[src/design/srs_pkg.sv]
// Purpose: constants for the supply regulator supervision register bank
// Assumes: word-addressed registers, 8-bit data in the low bits of a word
// Notes:   offsets are word indices; byte address is four times the index
package srs_pkg;
   localparam int          ADDR_W            = 10;
   localparam logic [31:0] PMU_BASE          = 32'h5000_4000;
   localparam logic [9:0]  OFS_MAIN_STATUS   = 10'h004;
   localparam logic [9:0]  OFS_EXT_CONTROL   = 10'h008;
   localparam logic [9:0]  OFS_WAKE_FAIL     = 10'h080;
   // main supply status fields
   localparam int          MS_CORE_OV        = 0;
   localparam int          MS_CORE_OL        = 1;
   localparam int          MS_CORE_IRQ_EN    = 2;
   localparam int          MS_PAD_OV         = 4;
   localparam int          MS_PAD_OL         = 5;
   localparam int          MS_PAD_IRQ_EN     = 6;
   // external supply control fields
   localparam int          EC_ENABLE         = 0;
   localparam int          EC_EXT_CYCLIC_USE_ENABLE         = 1;
   localparam int          EC_FAIL_EN        = 2;
   localparam int          EC_SHORT          = 3;
   localparam int          EC_OV             = 4;
   localparam int          EC_OL             = 5;
   localparam int          EC_RANGE_WIDE     = 6;
   localparam int          EC_RANGE_NARROW   = 7;
   localparam int          WF_EXT_SHORT      = 2;
   localparam logic [7:0]  RESET_BYTE        = 8'h00;
   localparam logic [31:0] READ_ZERO         = 32'h0000_0000;
   // timing
   localparam int          CLK_HZ            = 50_000_000;
   localparam int          OVL_FILTER_US     = 290;
   localparam int          OVL_FILTER_CYC    = OVL_FILTER_US * (CLK_HZ / 1_000_000);
   localparam int          BLANK_US          = 100;
   localparam int          BLANK_CYC         = BLANK_US * (CLK_HZ / 1_000_000);
endpackage

[src/design/srs_supply_regs.sv]
// Operation
// - bit 6 of main status enables pad supply interrupts
// - bit 2 of main status enables core supply interrupts
// - overload flags bit 5 pad, bit 1 core, read-only live
// - overvoltage flags bit 4 pad, bit 0 core, read-only live
// - overload lasting past 290 us filter forces sleep mode
// - bits 7 and 3 of main status read zero, ignore writes
// - main status reset by type-zero reset
// - external control reset by type-three, its short flag by type-zero
// - bit 0 switches external regulator on or off
// - cyclic sense use needs both cyclic bit and enable bit
// - external diagnostics raise NMI only with fail enable and supply NMI enable
// - short flag bit 3 set on undervoltage, regulator switches off
// - low input supply dragging output down also sets short flag
// - external overload flag bit 5 read-only, self-clearing
// - external overvoltage flag bit 4 read-only, self-clearing
// - range bits: 7 narrow 250 mV window, 6 wide 500 mV window
// - overcurrent blanked for a set time after switch-on
// - main status at 0x004, external control at 0x008, word addressed
// - pad undervoltage gives interrupt and undervoltage reset
// - external failure in stop mode wakes system, records wake-fail flag
//
// Purpose: supervision and control registers for pad, core and external supplies
// Assumes: analog comparator outputs arrive asynchronously; register port on clk
// Notes:   reset_type0_n is the deeper class; reset_n is the type-three class
`timescale 1ns/1ns
module srs_supply_regs
   import srs_pkg::*;
#(
   parameter int OVL_FILTER_CYCLES = OVL_FILTER_CYC,
   parameter int BLANK_CYCLES      = BLANK_CYC
) (
   input  wire logic              clk,
   input  wire logic              reset_n,
   input  wire logic              reset_type0_n,
   input  wire logic [ADDR_W-1:0] addr,
   input  wire logic [31:0]       wdata,
   input  wire logic              write_strobe,
   input  wire logic              read_strobe,
   output      logic [31:0]       rdata,
   input  wire logic              pad_supply_overload,
   input  wire logic              pad_supply_overvoltage,
   input  wire logic              pad_supply_undervoltage,
   input  wire logic              core_supply_overload,
   input  wire logic              core_supply_overvoltage,
   input  wire logic              ext_undervoltage,
   input  wire logic              ext_overload,
   input  wire logic              ext_overvoltage,
   input  wire logic              ext_range_narrow,
   input  wire logic              ext_range_wide,
   input  wire logic              supply_nmi_enable,
   input  wire logic              stop_mode,
   output      logic              ext_regulator_on,
   output      logic              ext_cyclic_sense_ok,
   output      logic              pad_supply_irq,
   output      logic              core_supply_irq,
   output      logic              ext_supply_nmi,
   output      logic              sleep_request,
   output      logic              pad_undervoltage_irq,
   output      logic              undervoltage_reset,
   output      logic              stop_wake
);

   // ---------------------------------------------------------------
   // input synchronisers
   // ---------------------------------------------------------------
   localparam int NSYNC = 10;
   logic [NSYNC-1:0] raw_in;
   logic [NSYNC-1:0] sync1;
   logic [NSYNC-1:0] sync2;

   assign raw_in = {pad_supply_undervoltage, ext_range_wide, ext_range_narrow,
                    ext_overvoltage, ext_overload, ext_undervoltage,
                    core_supply_overvoltage, core_supply_overload,
                    pad_supply_overvoltage, pad_supply_overload};

   // comparators are analog and asynchronous to clk
   always_ff @(posedge clk or negedge reset_type0_n) begin
      if (!reset_type0_n) begin
         sync1 <= '0;
         sync2 <= '0;
      end else begin
         sync1 <= raw_in;
         sync2 <= sync1;
      end
   end

   wire pad_ol   = sync2[0];
   wire pad_ov   = sync2[1];
   wire core_ol  = sync2[2];
   wire core_ov  = sync2[3];
   wire ext_uv   = sync2[4];
   wire ext_ol   = sync2[5];
   wire ext_ov   = sync2[6];
   wire ext_nar  = sync2[7];
   wire ext_wide = sync2[8];
   wire pad_uv   = sync2[9];

   // ---------------------------------------------------------------
   // register decode
   // ---------------------------------------------------------------
   wire sel_main = (addr == OFS_MAIN_STATUS);
   wire sel_ext  = (addr == OFS_EXT_CONTROL);
   wire sel_wake = (addr == OFS_WAKE_FAIL);
   wire wr_main  = write_strobe && sel_main;
   wire wr_ext   = write_strobe && sel_ext;
   wire wr_wake  = write_strobe && sel_wake;

   logic       pad_irq_en;
   logic       core_irq_en;
   logic       ext_enable;
   logic       ext_ext_cyclic_use_enable;
   logic       ext_fail_en;
   logic       ext_short;
   logic       wake_ext_short;
   logic [7:0] main_view;
   logic [7:0] ext_view;
   logic [7:0] wake_view;

   // ---------------------------------------------------------------
   // main supply status
   // ---------------------------------------------------------------
   always_ff @(posedge clk or negedge reset_type0_n) begin
      if (!reset_type0_n) begin
         pad_irq_en  <= RESET_BYTE[0];
         core_irq_en <= RESET_BYTE[0];
      end else if (wr_main) begin
         pad_irq_en  <= wdata[MS_PAD_IRQ_EN];
         core_irq_en <= wdata[MS_CORE_IRQ_EN];
      end
   end

   always_comb begin
      main_view                 = RESET_BYTE;
      main_view[MS_PAD_IRQ_EN]  = pad_irq_en;
      main_view[MS_PAD_OL]      = pad_ol;
      main_view[MS_PAD_OV]      = pad_ov;
      main_view[MS_CORE_IRQ_EN] = core_irq_en;
      main_view[MS_CORE_OL]     = core_ol;
      main_view[MS_CORE_OV]     = core_ov;
   end

   assign pad_supply_irq  = pad_irq_en && (pad_ol || pad_ov);
   assign core_supply_irq = core_irq_en && (core_ol || core_ov);
   assign pad_undervoltage_irq = pad_uv;
   assign undervoltage_reset   = pad_uv;

   // ---------------------------------------------------------------
   // overload filter toward sleep
   // ---------------------------------------------------------------
   logic [31:0] ovl_count;
   logic        sleep_latch;
   wire         any_ovl = pad_ol || core_ol;

   // sleep request holds until deep reset; power-down clears it anyway
   always_ff @(posedge clk or negedge reset_type0_n) begin
      if (!reset_type0_n) begin
         ovl_count   <= '0;
         sleep_latch <= 1'b0;
      end else if (!any_ovl) begin
         ovl_count <= '0;
      end else if (ovl_count >= 32'(OVL_FILTER_CYCLES)) begin
         sleep_latch <= 1'b1;
      end else begin
         ovl_count <= ovl_count + 32'd1;
      end
   end
   assign sleep_request = sleep_latch;

   // ---------------------------------------------------------------
   // external supply control
   // ---------------------------------------------------------------
   logic [31:0] blank_count;
   wire         blanking   = (blank_count != '0);
   wire         short_hit  = ext_enable && ext_uv && !blanking;
   wire         ext_ol_vis = ext_ol && !blanking;

   always_ff @(posedge clk or negedge reset_n) begin
      if (!reset_n) begin
         ext_enable  <= RESET_BYTE[0];
         ext_ext_cyclic_use_enable  <= RESET_BYTE[0];
         ext_fail_en <= RESET_BYTE[0];
         blank_count <= '0;
      end else begin
         if (short_hit) begin
            ext_enable <= 1'b0;
         end else if (wr_ext) begin
            // a set short flag keeps the regulator off
            ext_enable <= wdata[EC_ENABLE] && !ext_short;
         end
         if (wr_ext) begin
            ext_ext_cyclic_use_enable  <= wdata[EC_EXT_CYCLIC_USE_ENABLE];
            ext_fail_en <= wdata[EC_FAIL_EN];
         end
         if (wr_ext && wdata[EC_ENABLE] && !ext_enable && !ext_short) begin
            blank_count <= 32'(BLANK_CYCLES);
         end else if (blanking) begin
            blank_count <= blank_count - 32'd1;
         end
      end
   end

   // set wins over a software clear in the same cycle
   always_ff @(posedge clk or negedge reset_type0_n) begin
      if (!reset_type0_n) begin
         ext_short <= RESET_BYTE[0];
      end else if (short_hit) begin
         ext_short <= 1'b1;
      end else if (wr_ext && !wdata[EC_SHORT]) begin
         ext_short <= 1'b0;
      end
   end

   always_comb begin
      ext_view                  = RESET_BYTE;
      ext_view[EC_ENABLE]       = ext_enable;
      ext_view[EC_EXT_CYCLIC_USE_ENABLE]       = ext_ext_cyclic_use_enable;
      ext_view[EC_FAIL_EN]      = ext_fail_en;
      ext_view[EC_SHORT]        = ext_short;
      ext_view[EC_OV]           = ext_ov;
      ext_view[EC_OL]           = ext_ol_vis;
      ext_view[EC_RANGE_WIDE]   = ext_wide;
      ext_view[EC_RANGE_NARROW] = ext_nar;
   end

   wire ext_fault = ext_short || ext_ol_vis || ext_ov;

   assign ext_regulator_on    = ext_enable && !ext_short;
   assign ext_cyclic_sense_ok = ext_ext_cyclic_use_enable && ext_enable;
   assign ext_supply_nmi      = ext_fail_en && supply_nmi_enable && ext_fault;

   // ---------------------------------------------------------------
   // stop-mode wake on external failure
   // ---------------------------------------------------------------
   wire stop_fail = stop_mode && ext_fault;

   always_ff @(posedge clk or negedge reset_type0_n) begin
      if (!reset_type0_n) begin
         wake_ext_short <= 1'b0;
      end else if (stop_fail) begin
         wake_ext_short <= 1'b1;
      end else if (wr_wake && !wdata[WF_EXT_SHORT]) begin
         wake_ext_short <= 1'b0;
      end
   end

   assign stop_wake = stop_fail;

   always_comb begin
      wake_view               = RESET_BYTE;
      wake_view[WF_EXT_SHORT] = wake_ext_short;
   end

   // ---------------------------------------------------------------
   // read port
   // ---------------------------------------------------------------
   wire [31:0] read_mux = sel_main ? {24'h000000, main_view} :
                          sel_ext  ? {24'h000000, ext_view}  :
                          sel_wake ? {24'h000000, wake_view} : READ_ZERO;

   always_ff @(posedge clk or negedge reset_n) begin
      if (!reset_n) begin
         rdata <= READ_ZERO;
      end else if (read_strobe) begin
         rdata <= read_mux;
      end else begin
         rdata <= READ_ZERO;
      end
   end

endmodule

[config.mk]
export PLATFORM = sky130hd
export DESIGN_NAME = srs_supply_regs
export DESIGN_NICKNAME = d
export VERILOG_FILES = /design/src/design/srs_pkg.sv /design/src/design/srs_supply_regs.sv
export SDC_FILE = /design/constraint.sdc
export NUM_CORES = 1
export LEC_CHECK = 0
export BUFFER_PORTS_ARGS = -buffer_cell sky130_fd_sc_hd__clkbuf_2
export CORE_MARGIN = 2
export CORE_UTILIZATION = 51
export CTS_BUF_LIST = sky130_fd_sc_hd__clkbuf_2
export DETAILED_ROUTE_END_ITERATION = 12
export GPL_TIMING_DRIVEN = 0
export PLACE_DENSITY = 0.83
export SYNTH_ARGS = -nofsm -noshare
export SYNTH_HDL_FRONTEND = slang
export SYNTH_SLANG_ARGS = --single-unit
[constraint.sdc]
create_clock -name clk -period 2.6 [get_ports clk]
set_input_delay 0.26 -clock clk [delete_from_list [all_inputs] [get_ports clk]]
set_output_delay 0.26 -clock clk [all_outputs]
set_load 0.03 [all_outputs]
==> results of run 1 <==
-- routing by layer --
layer / routed length [um] / vias up
met5: 0 / -
met4: 138 / 0
met3: 443 / 16
met2: 5420 / 98
met1: 4290 / 1817
li1: - / 1724
-- cells in the final DEF (no fill, tap or decap), types with 3 or more instances in the layout --
master         Yosys  final
nor2_1            20     20
o21ai_1            3      3
a31o_2             4      4
and4_1             5      5
nor2b_1            6      6
inv_1              7      7
xor2_1             3      3
nor3_1            11     11
conb_1             1     24
or2_2              6      6
xnor2_1            5      5
and3_1             8      8
nand2_1           25     25
nor4_1             8      8
dlygate4sd3_1      0     22
clkinv_8           0      4
nand2b_1           8      7
a22o_1             5      5
or3_1             16     15
dfrtp_1          100    100
ha_1               3      3
mux2_2             4      4
a31oi_1            3      3
o21ai_0           16     16
clkbuf_1           9      8
o21a_1             3      3
nand4_1            4      4
mux2i_1            8      8
o31ai_1            7      7
and2_1            26     26
nand3_1           10      9
buf_4             26     36
a21oi_1           22     22
clkbuf_2           0     54
or4_1             13     13
-- worst min-delay path, stage by stage --
cell	delay (ns)
clkbuf_2	0.07
nor2b_1	0.12
mux2i_1	0.13
a31oi_1	0.06
-- final cells by class --
cell class	instances	area [um^2]	area share
Sequential cell	100	2500	0.449
Inverter	7	26.3	0.00472
Buffer	36	248	0.0445
Tap cell	108	135	0.0243
Clock inverter	7	93.8	0.0168
Clock buffer	9	45.0	0.00809
Timing Repair Buffer	79	548	0.0984
Multi-Input combinational cell	307	1970	0.354
-- sequential cells by signal, summed over array words and instances (netlist names), 8 cells and up --
register,count
blank_count,32
ovl_count,32
rdata,8
sync1,10
sync2,10
-- repair_timing --
| item | 4_1_cts | 5_1_grt |
|---|---|---|
| endpoints found under the hold margin | 117 | 0 |
| resized for setup | 9 | 4 |
| setup endpoints to repair | 25 | 12 |
| pin swaps | 5 | 0 |
| gates cloned | 0 | 0 |
| buffers inserted | 9 | 0 |
| hold buffers | 22 | 0 |
-- Yosys cell counts, types with 4 or more instances --
master,instances
dfrtp_1,100
a31o_2,4
nor3_1,11
buf_4,26
nand2b_1,8
and3_1,8
nand4_1,4
xnor2_1,5
mux2_2,4
and4_1,5
a21oi_1,22
nand2_1,25
or3_1,16
nor2_1,20
o31ai_1,7
a22o_1,5
o21ai_0,16
and2_1,26
nor2b_1,6
nor4_1,8
inv_1,7
nand3_1,10
or2_2,6
or4_1,13
mux2i_1,8
clkbuf_1,9
-- through the flow --
step,area [um^2],TNS (ns)
after global placement,5090,-5.13
after CTS,5540,-0.809
after floorplan,4710,0
after global routing,5570,-1.13
after detailed placement,5090,-7.91
final,5570,-0.839
-- logic make-up after synthesis --
logic type / synth area share
and+or+nand+nor: 0.233
DFF: 0.541
AOI/OAI and AO/OA: 0.112
buffers and inverters: 0.0625
muxes: 0.0271
xor gates and xnor gates: 0.0152
adders and majority gates: 0.00812
other: 0.000811
-- worst paths after layout --
kind | end | depth (start not counted)
setup / recovery | ext_supply_nmi | 6
hold / removal | ext_enable | 4
setup reg to reg | blank_count[9] | 7
hold reg to reg | sync2[0] | 0
max in group asynchronous | blank_count[24] | 2
min in group asynchronous | ovl_count[4] | 2
-- power by group --
| part | leakage [nW] | switching, W | internal (W) |
|---|---|---|---|
| clock | 0.0797 | 0.000597 | 0.000174 |
| sequential | 1.19 | 0.000106 | 0.00164 |
| combinational | 1.23 | 0.000188 | 0.000141 |
| total | 2.50 | 0.000891 | 0.00195 |
==> flow_metrics.tcl, run 1 <==
set metrics [dict create \
    ys_seq_elements 100 \
    cp_num_buf_inv 1 \
    path_cells "or4_4 > or4_4 > nor3_4 > a211o_1 > and3_1 > clkbuf_8" \
    power_w 0.00284 \
    ios 100 \
    yosysWarnings 0 \
    gr-usage-met3 0.0520 \
    viasPerCell 5.60 \
    use_met1 0.286 \
    reg2reg_from "blank_count[19]" \
    hold_path.startpoint "wdata[0]" \
    fmax_ghz 0.330 \
    h-tree-depth 3 \
    violations "setup timing" \
    place_worst_setup_slack_ns -0.505 \
    grt_usage 0.225 \
    hold_viol 0 \
    hpwl_mm 6.66 \
    clk_latency_ns 0.58 \
    grt_pass1_wl_mm 17.7 \
    top_usage_layer "met2" \
    cts.sinks 100 \
    synth_top_area_share 0.541 \
    p_leak_nw 2.50 \
    vias 3655 \
    drt-initial-drc-count 195 \
    place.gp.congestion 0.842 \
    rows 34 \
    worst_pin_slew_ns 1.07 \
    netlist_top_cells_area "dfrtp_1 54%, buf_4 4.2%, and2_1 3.5%" \
    dr.pass1.iters 4 \
    die_area_mm2 0.00985 \
    fin_crit_sh 1.16 \
    synthArstFlopShare 1.00 \
    whs_ns 0.0530 \
    wl_per_cell_um 15.8 \
    synth_top_area_cell "dfrtp_1" \
    vdd_drop_max_uv 421 \
    max-slew-margin-rel 0.283 \
    worst-setup-path-type "reg -> out" \
    final_nets 602 \
    syn_avg_cell_area_um2 10.8 \
    hp-class "in -> reg" \
    cp.required_ns 2.34 \
    drcViolationCount 0 \
    maxCapViolations 0 \
    floorplan.initialDensity 0.528 \
    grt_antenna_before_repair 0 \
    synth_edf_count 0 \
    grt_max_degree 58 \
    drive_above_1_share 0.240 \
    io_buffers 48 \
    grt_pass1_vias 3653 \
    diodes 0 \
    setup_viol 2 \
    ys_seq_area_frac 0.541 \
    core_area_mm2 0.00876 \
    synth_area_mm2 0.00462 \
    slew_violations 0 \
    synth.distinct_cells 54 \
    grtUsageMet2 0.388 \
    fin_crit_ns 3.03 \
    cp_top_family "simple AND/OR/NAND/NOR gates" \
    numCtsBuffers 9 \
    crit_top_cell "or4_4" \
    syn-instance-count 429 \
    dp.cells 608 \
    cp-start-kind "register" \
    cp_max_fo 3 \
    crit_path_top_delay_cell "or4_4" \
    final.fill_count 667 \
    grt_setup_unrepaired "yes" \
    rrSetupSlack_ns 0.10 \
    arrival_ns 2.77 \
    drtAntennaViolNets 0 \
    die_w_um 99.2 \
    synth_flop_cell "dfrtp_1" \
    postLayoutCoreUtil 0.636 \
    routed_wl_mm 10.3 \
    cts_tree "built" \
    final_cells 653 \
    cts_root_buffer "clkbuf_2" \
    clock_path_buffers 2 \
    layout_setup_ws_ns -0.427 \
    overflow 0 \
    status "complete, but fails checks" \
    syn2layout_area_growth_pct 20.5 \
    critPathLaunch "blank_count[19]" \
    critPathMaxStageDelay_ns 0.54 \
    power_density_mw_per_mm2 510 \
    fin_skew_ns 0.0299 \
    critPathCaptureType "primary output" \
    path_clk_slew_ns 0.30 \
    dieHeight_um 99.2 \
]
(Power assumes the default switching activity.)
==> run 2, diff against run 1 <==
--- a/config.mk
+++ b/config.mk
@@ -12,6 +12,7 @@
 export DETAILED_ROUTE_END_ITERATION = 12
 export GPL_TIMING_DRIVEN = 0
 export PLACE_DENSITY = 0.83
+export REMOVE_ABC_BUFFERS = 1
 export SYNTH_ARGS = -nofsm -noshare
 export SYNTH_HDL_FRONTEND = slang
 export SYNTH_SLANG_ARGS = --single-unit
==> run 2 against run 1 <==
Effect of this change:
- the run still ends with setup timing left
- power rose by 2.2%
- final cell count fell by 4.7%
- critical path depth did not move
- critical endpoint unchanged
==> flow_metrics.tcl, run 2 (synthesis results as in run 1) <==
set metrics [dict create \
    status "complete, but fails checks" \
    violations "setup timing" \
    h-tree-depth 3 \
    maxCapViolations 0 \
    cts.sinks 100 \
    slew_violations 0 \
    cp_max_fo 4 \
    io_buffers 48 \
    diodes 0 \
    arrival_ns 2.79 \
    hp-class "in -> reg" \
    layout_commonest_cell "dfrtp_1" \
    overflow 0 \
    power_w 0.00291 \
    grt_usage 0.200 \
    grt_pass1_vias 3381 \
    clock_path_buffers 2 \
    final_nets 571 \
    worst-setup-path-type "reg -> out" \
    layout_setup_ws_ns -0.452 \
    worst_pin_slew_ns 1.08 \
    clk_latency_ns 0.58 \
    power_density_mw_per_mm2 536 \
    layout_common_cells "100 x dfrtp_1, 54 x clkbuf_2, 27 x and2_1, 25 x nand2_1, 24 x conb_1" \
    routed_wl_mm 10.4 \
    rows 34 \
    drt-initial-drc-count 221 \
    dieHeight_um 99.2 \
    cp-start-kind "register" \
    cts_tree "built" \
    ios 100 \
    numCtsBuffers 9 \
    floorplan.initialDensity 0.528 \
    core_area_mm2 0.00876 \
    drcViolationCount 0 \
    drtAntennaViolNets 0 \
    path_clk_slew_ns 0.31 \
    vdd_drop_max_uv 429 \
    hpwl_mm 6.14 \
    die_w_um 99.2 \
    vias 3644 \
    viasPerCell 5.86 \
    setup_viol 2 \
    wl_per_cell_um 16.7 \
    drive_above_1_share 0.228 \
    fin_skew_ns 0.0351 \
    grt_setup_unrepaired "yes" \
    die_area_mm2 0.00985 \
    dr.pass1.iters 7 \
    postLayoutCoreUtil 0.619 \
    critPathCaptureType "primary output" \
    p_leak_nw 2.38 \
    grt_max_degree 58 \
    fmax_ghz 0.328 \
    hold_viol 0 \
    max-slew-margin-rel 0.281 \
    cp.required_ns 2.34 \
    cts_root_buffer "clkbuf_2" \
    grt_antenna_before_repair 0 \
    fin_crit_sh 1.17 \
    reg_top3 "blank_count (32), ovl_count (32)" \
    grt_pass1_wl_mm 15.9 \
    place.gp.congestion 0.899 \
    fin_crit_ns 3.05 \
    syn2layout_area_growth_pct 17.3 \
]
==> run 2: cell count changes in the layout (fill, tap and decap cells not counted), moves of 2 or more <==
cell	before	now
clkbuf_8	2	0
clkbuf_1	8	0
clkinv_8	4	2
buf_8	0	2
buf_6	2	0
buf_4	36	18
dlygate4sd3_1	22	18
==> run 2: cell type report <==
class,instances,area (um^2)
fillers,670,3340
inverters,7,26.3
multi-input cells,308,2040
repair buffers,83,571
well taps,108,135
flip-flops and latches,100,2500
clock buffers,9,45.0
clock inverters,7,103
==> run 2: worst max-delay path: stages, from the launching register on <==
cell	delay, ns
dfrtp_1	0.48
or4_4	0.49
or4_4	0.45
nor3_4	0.27
a211o_1	0.21
and3_4	0.20
buf_8	0.12
==> run 2: repair_timing <==
item / 4_1_cts / 5_1_grt
pin swaps: 6 / 7
hold buffers: 18 / 0
setup buffers: 5 / 12
gates cloned: 1 / 0
setup endpoints to repair: 24 / 30
hold endpoints to repair: 113 / 0
resized for setup: 7 / 16
==> run 2: path summary, 6_finish.rpt <==
path,endpoint,slack [ns],startpoint,depth (start not counted)
min in group asynchronous,pad_irq_en,0.22,reset_type0_n,2
hold / removal,rdata[2],0.04,addr[2],4
setup reg to reg,blank_count[22],0.05,blank_count[8],5
setup / recovery,ext_supply_nmi,-0.45,blank_count[20],6
max in group asynchronous,blank_count[17],1.57,reset_n,2
hold reg to reg,sync2[7],0.39,sync1[7],0
==> run 2: per-stage QoR <==
| stage | cells | hold WS [ns] | cell area, um^2 | setup WS, ns | setup TNS, ns |
|---|---|---|---|---|---|
| after global routing | 622 | 0.0544 | 5430 | -0.537 | -1.22 |
| after floorplan | 414 | -0.0356 | 4450 | -0.386 | -0.737 |
| final | 622 | 0.0429 | 5430 | -0.452 | -0.886 |
| after CTS | 610 | 0.0190 | 5240 | -0.531 | -1.66 |
| after detailed placement | 570 | 0.335 | 4820 | -1.17 | -18.44 |
| after global placement | 570 | 0.332 | 4820 | -1.10 | -17.05 |
==> run 2: layer usage <==
metal / share of wire / up-vias / wire, um / track usage
met2: 0.51 / 153 / 5280 / 0.326
met4: 0.018 / 0 / 189 / 0.0590
met3: 0.064 / 26 / 667 / 0.0478
met5: 0 / - / 0 / 0
li1: - / 1662 / - / -
met1: 0.41 / 1803 / 4260 / 0.269
==> run 2: power breakdown <==
| group | leakage, nW | internal (W) | switching, W |
|---|---|---|---|
| combinational | 1.11 | 0.000114 | 0.000182 |
| sequential | 1.19 | 0.00164 | 0.000111 |
| clock | 0.0865 | 0.000263 | 0.000599 |
| total | 2.38 | 0.00201 | 0.000892 |
